<file path="config.mk">
export PLATFORM = sky130hd
export DESIGN_NAME = ehm_top
export DESIGN_NICKNAME = d
export VERILOG_FILES = /design/src/rtl/ehm_pkg.sv /design/src/rtl/ehm_top.sv
export SDC_FILE = /design/constraint.sdc
export NUM_CORES = 1
export LEC_CHECK = 0
export BUFFER_PORTS_ARGS = -buffer_cell sky130_fd_sc_hd__buf_2
export CAP_MARGIN = 20
export CORE_MARGIN = 2
export CORE_UTILIZATION = 60
export DETAILED_ROUTE_END_ITERATION = 8
export GPL_TIMING_DRIVEN = 0
export PLACE_DENSITY = 0.86
export REMOVE_ABC_BUFFERS = 1
export SETUP_SLACK_MARGIN = 0.15
export SYNTH_ARGS = -nofsm -noshare
export SYNTH_HDL_FRONTEND = slang
export SYNTH_SLANG_ARGS = --single-unit
</file>
<file path="constraint.sdc">
create_clock -name mclk -period 2.4 [get_ports mclk]
set_input_delay 0.24 -clock mclk [delete_from_list [all_inputs] [get_ports mclk]]
set_output_delay 0.24 -clock mclk [all_outputs]
set_load 0.1 [all_outputs]
</file>
<file path="src/rtl/ehm_pkg.sv">
package ehm_pkg;

    // ========================================
    // bus geometry
    localparam int ADDR_W = 8;
    localparam int DATA_W = 32;

    // ========================================
    // register offsets
    localparam logic [ADDR_W-1:0] OFS_CMD = 8'h00;
    localparam logic [ADDR_W-1:0] OFS_DISP = 8'h04;
    localparam logic [ADDR_W-1:0] OFS_STATUS = 8'h08;
    localparam logic [ADDR_W-1:0] OFS_WIN_ERR = 8'h0C;
    localparam logic [ADDR_W-1:0] OFS_TOT_ERR = 8'h10;
    localparam logic [ADDR_W-1:0] OFS_CLK_FREQ = 8'h14;
    localparam logic [ADDR_W-1:0] OFS_SHORT = 8'h18;
    localparam logic [ADDR_W-1:0] OFS_TEST_MODE = 8'h1C;
    localparam logic [ADDR_W-1:0] OFS_TEST_LEN = 8'h20;
    localparam logic [ADDR_W-1:0] OFS_TEST_RES = 8'h24;

    // ========================================
    // command bits of OFS_CMD
    localparam int CMD_ERR_RESTART = 0;
    localparam int CMD_HIST_CLEAR = 1;
    localparam int CMD_SHORT_RESTART = 2;
    localparam int CMD_TEST_DISCARD = 3;

    // ========================================
    // status bits of OFS_STATUS, and the valid bit of OFS_TEST_RES
    localparam int ST_SYNC = 0;
    localparam int ST_BITS = 1;
    localparam int ST_PHASE = 2;
    localparam int ST_POWER = 3;
    localparam int ST_LOCK = 4;
    localparam int RES_VALID = 31;

    // ========================================
    // test length fields
    localparam int LEN_SS_LSB = 0;
    localparam int LEN_MM_LSB = 8;
    localparam int LEN_HH_LSB = 16;
    localparam logic [4:0] HOURS_MAX = 5'h18;
    localparam logic [5:0] MINUTES_MAX = 6'h3B;
    localparam logic [5:0] SECONDS_MAX = 6'h3B;

    // ========================================
    // timing
    localparam int CLK_MHZ = 250;
    localparam int TICK_MS = 20;
    localparam int WINDOW_MS = 1000;
    localparam int TICK_CYC = TICK_MS * CLK_MHZ * 1000;
    localparam int WIN_CYC = WINDOW_MS * CLK_MHZ * 1000;
    localparam logic [5:0] TICKS_PER_SEC = 6'h32;
    localparam logic [7:0] SHORT_EXPIRED = 8'hFF;

    // ========================================
    // types
    typedef enum logic [1:0] {
        DISP_TOTAL = 2'h0,
        DISP_WINDOW = 2'h1,
        DISP_TEST = 2'h2
    } ehm_disp_t;

    typedef enum logic [1:0] {
        TM_UNTIMED = 2'h0,
        TM_TIMED = 2'h1,
        TM_REPEAT = 2'h2
    } ehm_tmode_t;

    typedef struct packed {
        logic powerLoss;
        logic phaseErr;
        logic bitErr;
        logic syncLoss;
    } ehm_hist_t;

    typedef struct packed {
        logic [4:0] hours;
        logic [5:0] minutes;
        logic [5:0] seconds;
    } ehm_len_t;

endpackage

</file>
<file path="src/rtl/ehm_top.sv">
`timescale 1ns/1ps
`default_nettype none

module ehm_top
    import ehm_pkg::*;
#(
    parameter int TICK_CYCLES = ehm_pkg::TICK_CYC,
    parameter int WINDOW_CYCLES = ehm_pkg::WIN_CYC
) (
    // clock and reset
    input wire logic mclk,
    input wire logic resetn,
    // register port
    input wire logic [ehm_pkg::ADDR_W-1:0] regAddr,
    input wire logic [ehm_pkg::DATA_W-1:0] regWdata,
    input wire logic regWr,
    input wire logic regRd,
    output logic [ehm_pkg::DATA_W-1:0] regRdata,
    // detector events
    input wire logic syncLossEvt,
    input wire logic bitErrEvt,
    input wire logic phaseErrEvt,
    input wire logic powerLossEvt,
    input wire logic patternLock,
    input wire logic [ehm_pkg::DATA_W-1:0] rxClkFreq,
    input wire logic testRun,
    // indicators and settings
    output ehm_pkg::ehm_hist_t histLed,
    output logic lockLed,
    output ehm_pkg::ehm_disp_t dispMode,
    output ehm_pkg::ehm_tmode_t testMode,
    output ehm_pkg::ehm_len_t testLenApplied,
    output logic testLenActive,
    output logic prevResultValid
);

    // ========================================
    // checks
    if (TICK_CYCLES < 2 || WINDOW_CYCLES < 2) begin : g_chk
        $error("tick and window periods need at least two cycles");
    end
    // the read words pad and pack for a 32-bit path only
    if (DATA_W != 32) begin : g_chk_data
        $error("register data path must be 32 bits wide");
    end

    // ========================================
    // helpers
    function automatic logic [DATA_W-1:0] sat_inc(input logic [DATA_W-1:0] v);
        sat_inc = (v == {DATA_W{1'b1}}) ? v : v + 32'h1;
    endfunction

    function automatic logic [DATA_W-1:0] cyc_end(input int n);
        cyc_end = DATA_W'(n - 1);
    endfunction

    // ========================================
    // register decode
    wire logic hitCmd = regAddr == OFS_CMD;
    wire logic hitDisp = regAddr == OFS_DISP;
    wire logic hitStatus = regAddr == OFS_STATUS;
    wire logic hitWinErr = regAddr == OFS_WIN_ERR;
    wire logic hitTotErr = regAddr == OFS_TOT_ERR;
    wire logic hitClkFreq = regAddr == OFS_CLK_FREQ;
    wire logic hitShort = regAddr == OFS_SHORT;
    wire logic hitTestMode = regAddr == OFS_TEST_MODE;
    wire logic hitTestLen = regAddr == OFS_TEST_LEN;
    wire logic hitTestRes = regAddr == OFS_TEST_RES;

    wire logic cmdWr = regWr && hitCmd;
    wire logic errRestart = cmdWr && regWdata[CMD_ERR_RESTART];
    wire logic histClear = cmdWr && regWdata[CMD_HIST_CLEAR];
    wire logic shortRestart = cmdWr && regWdata[CMD_SHORT_RESTART];
    wire logic testDiscard = cmdWr && regWdata[CMD_TEST_DISCARD];
    wire logic statusRd = regRd && hitStatus;

    // ========================================
    // state
    ehm_hist_t hist_ff;
    logic lock_ff;
    ehm_disp_t disp_ff;
    ehm_tmode_t tmode_ff;
    ehm_len_t len_ff;
    ehm_len_t lenApplied_ff;
    logic lenActive_ff;
    logic [DATA_W-1:0] totErr_ff;
    logic [DATA_W-1:0] winCyc_ff;
    logic [DATA_W-1:0] winAcc_ff;
    logic [DATA_W-1:0] winErr_ff;
    logic [DATA_W-1:0] snapWin_ff;
    logic [DATA_W-1:0] snapTot_ff;
    logic [DATA_W-1:0] snapFreq_ff;
    logic [DATA_W-1:0] shortPre_ff;
    logic [5:0] shortTicks_ff;
    logic shortExpired_ff;
    logic [DATA_W-1:0] shortErr_ff;
    logic testRun_ff;
    logic [DATA_W-1:0] testAcc_ff;
    logic [DATA_W-1:0] prevRes_ff;
    logic prevValid_ff;
    logic [DATA_W-1:0] rdata_ff;

    // ========================================
    // history indicators
    wire ehm_hist_t histEvt = '{
        powerLoss: powerLossEvt,
        phaseErr: phaseErrEvt,
        bitErr: bitErrEvt,
        syncLoss: syncLossEvt
    };
    // a new event in the clear cycle survives the clear
    wire ehm_hist_t nxt_hist = histClear ? histEvt : (hist_ff | histEvt);

    always_ff @(posedge mclk) begin
        if (!resetn) begin
            hist_ff <= '0;
        end else begin
            hist_ff <= nxt_hist;
        end
    end

    // one cycle of lag keeps the lamp on a flip-flop like the others
    always_ff @(posedge mclk) begin
        if (!resetn) begin
            lock_ff <= 1'b0;
        end else begin
            lock_ff <= patternLock;
        end
    end

    // ========================================
    // settings
    wire ehm_disp_t wrDisp = ehm_disp_t'(regWdata[1:0]);
    wire logic dispOk = wrDisp == DISP_TOTAL || wrDisp == DISP_WINDOW || wrDisp == DISP_TEST;
    wire ehm_tmode_t wrMode = ehm_tmode_t'(regWdata[1:0]);
    wire logic modeOk = wrMode == TM_UNTIMED || wrMode == TM_TIMED || wrMode == TM_REPEAT;
    wire ehm_len_t wrLen = '{
        hours: regWdata[LEN_HH_LSB +: 5],
        minutes: regWdata[LEN_MM_LSB +: 6],
        seconds: regWdata[LEN_SS_LSB +: 6]
    };
    // out-of-range lengths are refused whole, keeping the old value
    wire logic lenOk = wrLen.hours <= HOURS_MAX && wrLen.minutes <= MINUTES_MAX
        && wrLen.seconds <= SECONDS_MAX;
    wire logic lenUsed = tmode_ff == TM_TIMED || tmode_ff == TM_REPEAT;
    wire logic dispWr = regWr && hitDisp && dispOk;
    wire logic modeWr = regWr && hitTestMode && modeOk;
    wire logic lenWr = regWr && hitTestLen && lenOk;
    wire ehm_len_t nxt_lenApplied = lenUsed ? len_ff : '0;

    always_ff @(posedge mclk) begin
        if (!resetn) begin
            disp_ff <= DISP_TOTAL;
            tmode_ff <= TM_UNTIMED;
        end else begin
            if (dispWr) begin
                disp_ff <= wrDisp;
            end
            if (modeWr) begin
                tmode_ff <= wrMode;
            end
        end
    end

    always_ff @(posedge mclk) begin
        if (!resetn) begin
            len_ff <= '0;
        end else if (lenWr) begin
            len_ff <= wrLen;
        end
    end

    // the applied copy lags a mode or length change by one cycle
    always_ff @(posedge mclk) begin
        if (!resetn) begin
            lenApplied_ff <= '0;
            lenActive_ff <= 1'b0;
        end else begin
            lenApplied_ff <= nxt_lenApplied;
            lenActive_ff <= lenUsed;
        end
    end

    // ========================================
    // totalize and window measurement
    wire logic winEnd = winCyc_ff == cyc_end(WINDOW_CYCLES);
    // an error on the closing cycle still belongs to the closing window
    wire logic [DATA_W-1:0] winAccInc = bitErrEvt ? sat_inc(winAcc_ff) : winAcc_ff;

    always_ff @(posedge mclk) begin
        if (!resetn || errRestart) begin
            totErr_ff <= '0;
        end else if (bitErrEvt) begin
            totErr_ff <= sat_inc(totErr_ff);
        end
    end

    always_ff @(posedge mclk) begin
        if (!resetn || errRestart) begin
            winCyc_ff <= '0;
            winAcc_ff <= '0;
            winErr_ff <= '0;
        end else begin
            winCyc_ff <= winEnd ? '0 : winCyc_ff + 32'h1;
            winAcc_ff <= winEnd ? '0 : winAccInc;
            if (winEnd) begin
                winErr_ff <= winAccInc;
            end
        end
    end

    // one status read freezes the window, total and clock counts so they agree with each other
    always_ff @(posedge mclk) begin
        if (!resetn) begin
            snapWin_ff <= '0;
            snapTot_ff <= '0;
            snapFreq_ff <= '0;
        end else if (statusRd) begin
            snapWin_ff <= winErr_ff;
            snapTot_ff <= totErr_ff;
            snapFreq_ff <= rxClkFreq;
        end
    end

    // ========================================
    // short window
    wire logic shortTick = shortPre_ff == cyc_end(TICK_CYCLES);
    wire logic shortFull = shortTicks_ff == TICKS_PER_SEC;
    // counting stops at the one second mark, not when software reads
    wire logic shortCount = bitErrEvt && !shortFull && !shortExpired_ff;
    wire logic [5:0] nxt_shortTicks = (shortTick && !shortFull) ? shortTicks_ff + 6'h1
        : shortTicks_ff;

    // the prescaler restarts with the command so ticks line up with it
    always_ff @(posedge mclk) begin
        if (!resetn || shortRestart) begin
            shortPre_ff <= '0;
            shortTicks_ff <= '0;
            shortExpired_ff <= 1'b0;
        end else begin
            shortPre_ff <= shortTick ? '0 : shortPre_ff + 32'h1;
            shortTicks_ff <= nxt_shortTicks;
            shortExpired_ff <= shortExpired_ff || (shortTick && shortFull);
        end
    end

    always_ff @(posedge mclk) begin
        if (!resetn || shortRestart) begin
            shortErr_ff <= '0;
        end else if (shortCount) begin
            shortErr_ff <= sat_inc(shortErr_ff);
        end
    end

    wire logic [7:0] shortTickRep = shortExpired_ff ? SHORT_EXPIRED : {2'h0, shortTicks_ff};
    wire logic [DATA_W-1:0] shortWord = {shortErr_ff[23:0], shortTickRep};

    // ========================================
    // test interval results
    wire logic testStart = testRun && !testRun_ff;
    wire logic testStop = !testRun && testRun_ff;
    wire logic [DATA_W-1:0] nxt_testAcc = testStart ? '0
        : (testRun && bitErrEvt) ? sat_inc(testAcc_ff) : testAcc_ff;

    always_ff @(posedge mclk) begin
        if (!resetn) begin
            testRun_ff <= 1'b0;
            testAcc_ff <= '0;
        end else begin
            testRun_ff <= testRun;
            testAcc_ff <= nxt_testAcc;
        end
    end

    // a stop in the discard cycle wins, so fresh results are never lost
    always_ff @(posedge mclk) begin
        if (!resetn) begin
            prevRes_ff <= '0;
            prevValid_ff <= 1'b0;
        end else if (testStop) begin
            prevRes_ff <= testAcc_ff;
            prevValid_ff <= 1'b1;
        end else if (testDiscard) begin
            prevValid_ff <= 1'b0;
        end
    end

    // ========================================
    // read path
    wire logic [DATA_W-1:0] statusWord = {27'h0, lock_ff, hist_ff.powerLoss, hist_ff.phaseErr,
        hist_ff.bitErr, hist_ff.syncLoss};
    wire logic [DATA_W-1:0] lenWord = {11'h0, len_ff.hours, 2'h0, len_ff.minutes, 2'h0,
        len_ff.seconds};
    wire logic [DATA_W-1:0] resWord = prevValid_ff ? {1'b1, prevRes_ff[30:0]} : '0;
    wire logic [DATA_W-1:0] dispWord = {30'h0, disp_ff};
    wire logic [DATA_W-1:0] modeWord = {30'h0, tmode_ff};
    wire logic [DATA_W-1:0] rdSel =
        hitDisp ? dispWord :
        hitStatus ? statusWord :
        hitWinErr ? snapWin_ff :
        hitTotErr ? snapTot_ff :
        hitClkFreq ? snapFreq_ff :
        hitShort ? shortWord :
        hitTestMode ? modeWord :
        hitTestLen ? lenWord :
        hitTestRes ? resWord :
        '0;

    always_ff @(posedge mclk) begin
        if (!resetn) begin
            rdata_ff <= '0;
        end else begin
            rdata_ff <= regRd ? rdSel : '0;
        end
    end

    // ========================================
    // outputs
    assign regRdata = rdata_ff;
    assign histLed = hist_ff;
    assign lockLed = lock_ff;
    assign dispMode = disp_ff;
    assign testMode = tmode_ff;
    assign testLenApplied = lenApplied_ff;
    assign testLenActive = lenActive_ff;
    assign prevResultValid = prevValid_ff;

endmodule

`default_nettype wire

</file>
==> results.md, run 1 <==
### Run status
• finished, final reports clean — outcome

### Floorplan
• 180 um — x dimension of the die
• 142 — count of pins on the block boundary
• 32500 um^2 — Die Footprint
• 64 — # rows
• 180 um — floorplan die height
• 30600 um^2 — core footprint
• 60.9% — initial core utilization

### STA
• true — setup repair after global routing missed its margin
• 2.25 ns — final period demand of the worst path
• 444 MHz — FMAX
• 0.0191 ns — Worst Skew
• 0 — number of failing setup endpoints in the final timing report
• 0 — count of endpoints failing hold in the final timing report
• 33.3% — relative slew slack
• 0.995 ns — worst-margin pin slew
• 93.8% — fraction of the cycle the final worst path needs
• 0.0107 ns — Fin Hold WS
• 0 — final max-slew violation count

### Cells and area
• 2111 — count of filler cells inserted in the layout
• 0 — diode insertion count for antenna repair
• 9590 um^2 — area taken by multi-input logic gates
• 8730 um^2 — sequential cell area
• 71.9% — Layout Utilization
• 22000 um^2 — final design instance area without fill
• 13.0% — share of post-route cells with drive strength above 1
• 2410 — Final #Nets
• 18.0% — Synth-to-Final Area Change

### Setup path
• shortTicks_ff[0] — Setup crit start
• shortErr_ff[17] — critical path endpoint
• 10 — worst reg-to-reg path cell count
• register — Startpoint Class
• 0.15 ns — setup slack of the worst register-to-register path
• shortErr_ff[17] — Critical R2R Capture
• 2.72 ns — arrival time worst endpoint
• register — type of destination of the critical path
• 2.87 ns — data required time of the critical path
• 6 — CP Max Fanout
• reg2reg — worst setup path class
• shortTicks_ff[0] — FF-to-FF Start

### Routing
• 18.3 um — wire per inst
• 0 — DRC violations left
• 1757 — DRC marker count from the first detailed-route iteration
• 16700 — number of vias after detailed routing
• 50.3 mm — Post-Route WL
• 0 — remaining antenna violation count
• 6.07 — Avg Vias per Cell
• 6 — DRT Pass-1 Iters

### CTS
• 2 — deepest level of the CTS H-tree
• 3 — maximum clock path buffer count
• sky130_fd_sc_hd__clkbuf_16 — Clock Tree Root
• 436 — clock sink total
• 44 — Inserted Clock Buffers
• 0.06 ns — CTS clk-pin slew, worst paths
• built — clock tree from TritonCTS
• 0.54 ns — worst-skew pair later-pin latency

### Power
• 685 nW/um^2 — power density relative to cell area
• 0.0151 W — overall power
• 0.000627 V — worst-case vdd ir drop
• 8.04 nW — leak pwr

### Global routing
• 0 — number of antenna violations at the first check in global routing
• 0 — Congestion Overflow GR
• 15900 — via count of the first global-routing pass
• 102 — maximum number of pins on one net before global-route repair
• 80.1 mm — global-route wire length before repair
• 29.5% — overall global routing resource usage

### Placed design
• 31.9 mm — post-DP HPWL
• 0.898 — GPL Wtd Cong
• 126 — quantity of I/O buffers inserted on ports
• 19600 um^2 — placement-stage cell area

### Synth
• 2183 — instance count of the mapped netlist
• 0 — yosys warns
• sky130_fd_sc_hd__dfxtp_1 — dominant synthesized flop cell
• 0 — number of synthesized flops with an enable pin
• 436 — register bit total from synthesis
• 8.53 um^2 — average cell area after synthesis
• 0% — FFs w/ async S/R, synth
• 46.8% — sequential cell area fraction in the yosys report
• 18600 um^2 — cell area after synthesis
• 70 — number of library cell types mapped by synthesis

### Min path
• in2reg — hold crit path type
• 2 — Min-Delay Path Depth

### Job
• 0 — number of maximum-capacitance violations

## registers in the layout (all words and copies together), names as in the netlist, 2 cells and up
signal	cells
dispMode	2
histLed	4
lenWord	17
prevRes_ff	31
regRdata	32
shortErr_ff	32
shortPre_ff	32
shortTicks_ff	6
snapFreq_ff	32
snapTot_ff	32
snapWin_ff	32
testAcc_ff	32
testLenApplied	17
testMode	2
totErr_ff	32
winAcc_ff	32
winCyc_ff	32
winErr_ff	32
## power breakdown
part	switching [W]	internal (W)	total (W)
clock network	0.00285	0.00432	0.00717
registers	0.0000338	0.00726	0.00730
logic	0.000364	0.000227	0.000591
total	0.00324	0.0118	0.0151
## metal layers
| metal | GRT usage (%) | vias to the layer above | wire length [um] |
|---|---|---|---|
| met5 | 0 | - | 0 |
| met4 | 11.6 | 0 | 1900 |
| met3 | 4.87 | 158 | 4060 |
| met2 | 51.3 | 748 | 24500 |
| met1 | 36.4 | 7965 | 19800 |
| li1 | - | 7811 | - |
## synth_stat cells (4+ instances only)
master,instances,area share [%]
sky130_fd_sc_hd__nor2_1,266,5.4
sky130_fd_sc_hd__dfxtp_1,436,47
sky130_fd_sc_hd__a221oi_1,13,0.61
sky130_fd_sc_hd__a222oi_1,12,0.64
sky130_fd_sc_hd__and2_1,16,0.54
sky130_fd_sc_hd__a21oi_1,78,2.1
sky130_fd_sc_hd__buf_1,5,0.10
sky130_fd_sc_hd__a21boi_0,127,5.1
sky130_fd_sc_hd__nor2b_1,33,1.1
sky130_fd_sc_hd__nand4_1,64,2.1
sky130_fd_sc_hd__a31oi_1,9,0.30
sky130_fd_sc_hd__xnor2_1,63,3.0
sky130_fd_sc_hd__inv_1,28,0.56
sky130_fd_sc_hd__mux2_2,4,0.24
sky130_fd_sc_hd__o22ai_1,6,0.20
sky130_fd_sc_hd__xor2_1,108,5.1
sky130_fd_sc_hd__nor3_1,57,1.5
sky130_fd_sc_hd__buf_2,22,0.59
sky130_fd_sc_hd__nor4_1,16,0.54
sky130_fd_sc_hd__a21o_1,12,0.48
sky130_fd_sc_hd__and4_1,19,0.89
sky130_fd_sc_hd__a22oi_1,4,0.16
sky130_fd_sc_hd__o21ai_0,64,1.7
sky130_fd_sc_hd__clkbuf_1,77,1.6
sky130_fd_sc_hd__nand2_1,359,7.2
sky130_fd_sc_hd__nand3_1,76,2.0
sky130_fd_sc_hd__buf_4,8,0.32
sky130_fd_sc_hd__ha_1,8,0.54
sky130_fd_sc_hd__or2_2,5,0.17
sky130_fd_sc_hd__or3_1,24,0.81
sky130_fd_sc_hd__and3_1,54,1.8
sky130_fd_sc_hd__nor4b_1,4,0.19
sky130_fd_sc_hd__mux2i_1,33,1.8
sky130_fd_sc_hd__a211oi_1,18,0.73
## through the flow
step / setup TNS, ns / worst slack, ns / std cells
2_1_floorplan: -115.43 / -0.763 / 2068
3_3_place_gp: -849.07 / -4.25 / 2590
3_5_place_dp: -147.73 / -1.35 / 2604
4_1_cts: 0 / 0.108 / 2736
5_1_grt: 0 / 0.0296 / 2750
6_report: 0 / 0.150 / 2750
## critical path: stages (launching register included)
cell	delay, ns
sky130_fd_sc_hd__dfxtp_4	0.35
sky130_fd_sc_hd__inv_2	0.04
sky130_fd_sc_hd__ha_2	0.17
sky130_fd_sc_hd__and2_4	0.15
sky130_fd_sc_hd__a311o_2	0.43
sky130_fd_sc_hd__buf_12	0.16
sky130_fd_sc_hd__a2111oi_4	0.28
sky130_fd_sc_hd__buf_4	0.20
sky130_fd_sc_hd__nand4_1	0.12
sky130_fd_sc_hd__xor2_1	0.19
sky130_fd_sc_hd__nor2_1	0.11
## cells by family (layout without fill, tap and decap cells)
logic type | after synthesis | in the layout | share of synthesized area, %
flops | 436 | 436 | 46.8
buf+inv | 143 | 313 | 3.31
fa+ha+maj | 8 | 8 | 0.537
xor+xnor | 171 | 171 | 8.04
mux | 37 | 37 | 2.01
simple gates | 1018 | 1019 | 25.7
compound gates | 370 | 370 | 13.6
## worst min-delay path by stage
stage                       startpoint        endpoint  slack (ns)
final                          testRun      testRun_ff        0.01
after global routing      rxClkFreq[7]  snapFreq_ff[7]        0.03
after CTS                 regWdata[19]     lenWord[19]       0.001
after detailed placement  winCyc_ff[0]    winCyc_ff[0]        0.44
after global placement    winCyc_ff[0]    winCyc_ff[0]        0.42
after floorplan                 resetn         lockLed        0.36
## area by class of cell
| cell class | instances | share of cell area (%) |
|---|---|---|
| timing repair buffer | 205 | 7.01 |
| sequential | 436 | 39.7 |
| inverter | 28 | 0.478 |
| clock buffer | 65 | 5.96 |
| clock inverter | 15 | 0.967 |
| multi-input combinational | 1605 | 43.6 |
| tap | 396 | 2.25 |
## cell usage in the layout (no fill, tap or decap), drive strengths merged, types with 13 or more instances in the layout
cell type    count
inv             28
xnor2           63
or3             24
and2            16
nand4           64
dfxtp          436
xor2           108
nand2          360
nor4            19
a211oi          18
nand3           76
a221oi          13
a21oi           78
mux2i           33
o21ai           65
dlygate4sd3     39
nor2b           33
buf            166
a21boi         129
clkbuf          65
and3            54
nor3            60
and4            19
nor2           266
## timing repair
action / in CTS / in global routing
resized for setup: 26 / 31
endpoints found under the hold margin: 39 / 0
pin swaps: 6 / 12
buffers inserted: 13 / 12
cloned: 0 / 1
hold buffers: 39 / 0
setup endpoints to repair: 239 / 318
Note: power is estimated with default switching activity, not from simulation.
==> run 2: changes to the inputs <==
- GPL_TIMING_DRIVEN: 0 -> default
==> run 2 against run 1 <==
  * Via count up 0.59%
  * Core utilization up 0.53 points
  * Cell area up 0.74%
  * Clock skew down 0.0038 ns
  * Sequential power about the same
  * First-iteration DRC count down 10%
  * Wire length up 0.19%
  * Register-to-register slack worse by 0.02 ns
  * Clock power up 0.8%
  * Combinational power down 1%
  * Global-route usage up 0.50 points
  * Fmax down 0.69%
==> results.md, run 2 (synthesis results as in run 1) <==
### Setup path
• 2.88 ns — data required time of the critical path
• 10 — CP Max Fanout
• nand4_1 > nor4_4 > o2111ai_1 > or3_1 > a21oi_1 — CP Cell Sequence
• 2.74 ns — arrival time worst endpoint
• sky130_fd_sc_hd__nor4_4 — Critical Path Slowest Stage Cell
• 0.49 ns — largest stage delay on the critical path
• register — type of destination of the critical path
• simple AND/OR/NAND/NOR gates — cell family with most CP delay
• reg2reg — worst setup path class
• register — Startpoint Class
• 0 — Crit path buffers/inverters

### Global routing
• 97 — maximum number of pins on one net before global-route repair
• 0 — Congestion Overflow GR
• 30.0% — overall global routing resource usage
• 80.7 mm — global-route wire length before repair
• 16200 — via count of the first global-routing pass
• 1 — number of antenna violations at the first check in global routing

### Cells and area
• 0 — diode insertion count for antenna repair
• 2455 — Final #Nets
• 431 x sky130_fd_sc_hd__dfxtp_1, 357 x sky130_fd_sc_hd__nand2_1, 266 x sky130_fd_sc_hd__nor2_1 — top library cells by usage in the layout, fill and taps aside
• sky130_fd_sc_hd__dfxtp_1 — leading cell type in the layout, fill and taps excluded
• 9400 um^2 — area taken by multi-input logic gates
• 18.9% — Synth-to-Final Area Change
• 2137 — count of filler cells inserted in the layout
• 8730 um^2 — sequential cell area
• 13.5% — share of post-route cells with drive strength above 1
• 22200 um^2 — final design instance area without fill

### CTS
• 2 — deepest level of the CTS H-tree
• 3 — maximum clock path buffer count
• built — clock tree from TritonCTS
• 0.06 ns — CTS clk-pin slew, worst paths
• 436 — clock sink total
• 0.56 ns — worst-skew pair later-pin latency
• 45 — Inserted Clock Buffers
• sky130_fd_sc_hd__clkbuf_16 — Clock Tree Root

### Placed design
• 126 — quantity of I/O buffers inserted on ports
• 33.2 mm — post-DP HPWL
• 20000 um^2 — placement-stage cell area
• 0.946 — GPL Wtd Cong
• 0.147 ns — worst setup slack after placement

### Floorplan
• 30600 um^2 — core footprint
• 180 um — floorplan die height
• 60.9% — initial core utilization
• 64 — # rows
• 180 um — x dimension of the die
• 32500 um^2 — Die Footprint
• 142 — count of pins on the block boundary

### Routing
• 1578 — DRC marker count from the first detailed-route iteration
• 50.4 mm — Post-Route WL
• 0 — DRC violations left
• 18.0 um — wire per inst
• 0 — remaining antenna violation count
• 6.01 — Avg Vias per Cell
• 6 — DRT Pass-1 Iters
• 16800 — number of vias after detailed routing

### Power
• 682 nW/um^2 — power density relative to cell area
• 0.0151 W — overall power
• 8.17 nW — leak pwr
• 0.000599 V — worst-case vdd ir drop

### STA
• 0.134 ns — final critical-path setup slack
• 0 ns — Sum Neg Setup Slack
• 0.0121 ns — Fin Hold WS
• 94.4% — fraction of the cycle the final worst path needs
• 0 — number of failing setup endpoints in the final timing report
• 0.0153 ns — Worst Skew
• 441 MHz — FMAX
• 2.27 ns — final period demand of the worst path
• 52.6% — relative slew slack
• true — setup repair after global routing missed its margin
• 0 — final max-slew violation count
• 0.700 ns — worst-margin pin slew
• 0 — count of endpoints failing hold in the final timing report

### Min path
• in2reg — hold crit path type

### Job
• 0 — number of maximum-capacitance violations

### Run status
• finished, final reports clean — outcome

==> run 2: changes by cell type in the layout (fill, tap and decap cells not counted), sizes merged <==
cell / previous run / this run
clkinvlp: 2 / 0
inv: 28 / 30
buf: 166 / 202
clkbuf: 65 / 61
clkinv: 8 / 11
dlygate4sd3: 39 / 48
or2: 8 / 7
==> run 2: where the power goes <==
group / total [W] / switching [W] / internal (W)
Clock: 0.00723 / 0.00294 / 0.00429
Sequential: 0.00730 / 0.0000341 / 0.00727
Combinational: 0.000585 / 0.000352 / 0.000233
Total: 0.0151 / 0.00333 / 0.0118
==> run 2: layer usage <==
layer	up-vias	wire [um]	track usage [%]
li1	7892	-	-
met1	7963	20100	37.8
met2	785	24400	51.5
met3	140	4110	4.55
met4	0	1810	12.1
met5	-	0	0
==> run 2: cell type report <==
cell class              count  area share, %
inverters                  28          0.474
multi-input cells        1604           42.4
flip-flops and latches    436           39.4
clock buffers              61           5.77
repair buffers            250           8.55
well taps                 396           2.24
clock inverters            18           1.11
==> run 2: tightest hold or removal path, stage by stage <==
cell and delay (ns):
sky130_fd_sc_hd__buf_2 0.12, sky130_fd_sc_hd__nand2_1 0.07, sky130_fd_sc_hd__a21boi_0 0.09
==> run 2: path summary, 6_finish.rpt <==
path	cells after the start	end	slack, ns	from
setup reg to reg	5	totErr_ff[23]	0.13	totErr_ff[5]
setup / recovery	5	totErr_ff[23]	0.13	totErr_ff[5]
hold reg to reg	2	snapWin_ff[19]	0.46	winErr_ff[19]
hold / removal	3	snapFreq_ff[17]	0.01	rxClkFreq[17]
==> run 2: per-stage QoR <==
step | util [%] | cells
floorplan | - | 2068
CTS | 72.0 | 2790
finish | 72.4 | 2793
global placement | 65.4 | 2661
detailed placement | 65.5 | 2662
global route | 72.4 | 2793
==> run 2: timing repair <==
item | in CTS | in global routing
setup endpoints to repair | 1 | 91
pin swaps | 1 | 7
cloned | 0 | 1
buffers inserted | 1 | 2
hold buffers | 48 | 0
endpoints found under the hold margin | 48 | 0
resized for setup | 0 | 21
==> run 3: changes to the inputs <==
- SETUP_SLACK_MARGIN: 0.15 -> 0.05
- clock period: 2.4 -> 2.31 ns (I/O delays scaled with it)
==> run 3 against run 2 <==
  * Count of clock-buffer cells in the layout is 2 higher
  * Clock power decreased by 2%
  * Global-route usage down 0.58 points
  * Sequential cell count is the same
==> results.md, run 3 (synthesis results as in run 1) <==
### Power
• 0.000487 V — worst-case vdd ir drop
• 8.18 nW — leak pwr
• 688 nW/um^2 — power density relative to cell area

### Floorplan
• 142 — count of pins on the block boundary
• 64 — # rows
• 180 um — floorplan die height
• 32500 um^2 — Die Footprint
• 60.9% — initial core utilization
• 30600 um^2 — core footprint
• 180 um — x dimension of the die

### STA
• true — setup repair after global routing missed its margin
• 0.757 ns — worst-margin pin slew
• 0 — count of endpoints failing hold in the final timing report
• 0 — number of failing setup endpoints in the final timing report
• 2.24 ns — final period demand of the worst path
• 96.8% — fraction of the cycle the final worst path needs
• 0.00391 ns — Fin Hold WS
• 447 MHz — FMAX
• 49.6% — relative slew slack
• 0 — final max-slew violation count
• 0.0138 ns — Worst Skew

### Setup path
• 2.66 ns — arrival time worst endpoint
• register — type of destination of the critical path
• inv_2 > ha_2 > and2_4 > a311o_2 > or3_4 > nor3_1 > xnor2_1 > nor2_1 — CP Cell Sequence
• sky130_fd_sc_hd__a311o_2 — Critical Path Slowest Stage Cell
• 1 — Crit path buffers/inverters
• 0.49 ns — largest stage delay on the critical path
• 6 — CP Max Fanout
• simple AND/OR/NAND/NOR gates — cell family with most CP delay
• 2.73 ns — data required time of the critical path
• register — Startpoint Class
• reg2reg — worst setup path class
• 8 — worst reg-to-reg path cell count
• 8 — critical path depth

### CTS
• 0.06 ns — CTS clk-pin slew, worst paths
• built — clock tree from TritonCTS
• 0.54 ns — worst-skew pair later-pin latency
• 436 — clock sink total
• 43 — Inserted Clock Buffers
• 2 — deepest level of the CTS H-tree
• sky130_fd_sc_hd__clkbuf_16 — Clock Tree Root
• 3 — maximum clock path buffer count

### Routing
• 18.0 um — wire per inst
• 16900 — number of vias after detailed routing
• 0 — remaining antenna violation count
• 6.05 — Avg Vias per Cell
• met4 — top routing layer in use
• 6 — DRT Pass-1 Iters
• 1795 — DRC marker count from the first detailed-route iteration
• 0 — DRC violations left
• 23.9 mm — DR WL met2
• 19.9 mm — detailed-routing wirelength on met1
• 50.3 mm — Post-Route WL
• 4.29 mm — sum of met3 wire segment lengths after detailed routing

### Global routing
• 0 — number of antenna violations at the first check in global routing
• 29.4% — overall global routing resource usage
• 16100 — via count of the first global-routing pass
• 79.8 mm — global-route wire length before repair
• 97 — maximum number of pins on one net before global-route repair
• 0 — Congestion Overflow GR

### Cells and area
• 2799 — post-route insts no fill
• sky130_fd_sc_hd__dfxtp_1 — leading cell type in the layout, fill and taps excluded
• 2461 — Final #Nets
• 9400 um^2 — area taken by multi-input logic gates
• 2089 — count of filler cells inserted in the layout
• 8730 um^2 — sequential cell area
• 18.9% — Synth-to-Final Area Change
• 14.0% — share of post-route cells with drive strength above 1
• 434 x sky130_fd_sc_hd__dfxtp_1, 358 x sky130_fd_sc_hd__nand2_1, 266 x sky130_fd_sc_hd__nor2_1 — top library cells by usage in the layout, fill and taps aside

### Min path
• in2reg — hold crit path type
• 3 — Min-Delay Path Depth

### Job
• 0 — number of maximum-capacitance violations

### Placed design
• 0.928 — GPL Wtd Cong
• 2672 — cell count after placement
• 126 — quantity of I/O buffers inserted on ports
• 33.5 mm — post-DP HPWL

### Run status
• finished, final reports clean — outcome

## run 3: changes by cell type in the layout (fill, tap and decap cells not counted), sizes merged
cell / delta
bufinv: -3
inv: -2
buf: +14
clkbuf: +2
clkinvlp: +2
clkinv: -2
dlygate4sd3: -6
diode: +1
## run 3: layout make-up
type,count,share of cell area [%]
multi-input combinational,1604,42.5
sequential,436,39.4
timing repair buffer,258,8.93
clock buffer,63,5.89
tap,396,2.24
clock inverter,13,0.559
inverter,28,0.475
antenna,1,0.0113
## run 3: layer usage
metal,vias up,track usage [%]
li1,7908,-
met1,8006,37.3
met2,835,49.7
met3,176,4.47
met4,0,12.7
met5,-,0
## run 3: report_power, final
group          internal (W)  total [W]  switching [W]  leakage, nW
Clock               0.00413    0.00706        0.00293        0.706
Combinational      0.000243   0.000606       0.000363         3.96
Sequential          0.00755    0.00758      0.0000332         3.52
## run 3: metrics by stage
step / cell area (um^2) / power, W / util (%) / worst slack (ns) / TNS [ns]
2_1_floorplan: 18100 / 0.00799 / - / -0.844 / -135.77
3_3_place_gp: 20100 / 0.00826 / 65.7 / 0.119 / 0
3_5_place_dp: 20100 / 0.00828 / 65.8 / 0.0682 / 0
4_1_cts: 22000 / 0.0153 / 71.9 / 0.0713 / 0
5_1_grt: 22100 / 0.0156 / 72.4 / 0.0172 / 0
6_report: 22100 / 0.0152 / 72.4 / 0.0740 / 0
## run 3: worst reg2reg max path, delay by kind of cell (launching register included)
family                     cells  cell delay, ns
and+or+nand+nor                4            0.93
adders and majority gates      1            0.18
DFF                            1            0.33
AOI/OAI and AO/OA              1            0.49
buffers and inverters          1            0.05
xor gates and xnor gates       1            0.16
## run 3: worst paths after layout
kind,startpoint,endpoint,slack [ns]
max,shortTicks_ff[0],shortErr_ff[10],0.07
max reg2reg,shortTicks_ff[0],shortErr_ff[10],0.07
min reg2reg,winCyc_ff[0],winCyc_ff[0],0.44
min,regWdata[12],lenWord[12],0.004
## run 3: repair_timing
action                                  in CTS  in global routing
buffers inserted                             0                  8
cloned                                       0                  0
endpoints found under the setup margin       1                 98
pin swaps                                    0                 10
hold endpoints to repair                    42                  0
hold buffers                                42                  0
resized for setup                            1                 19
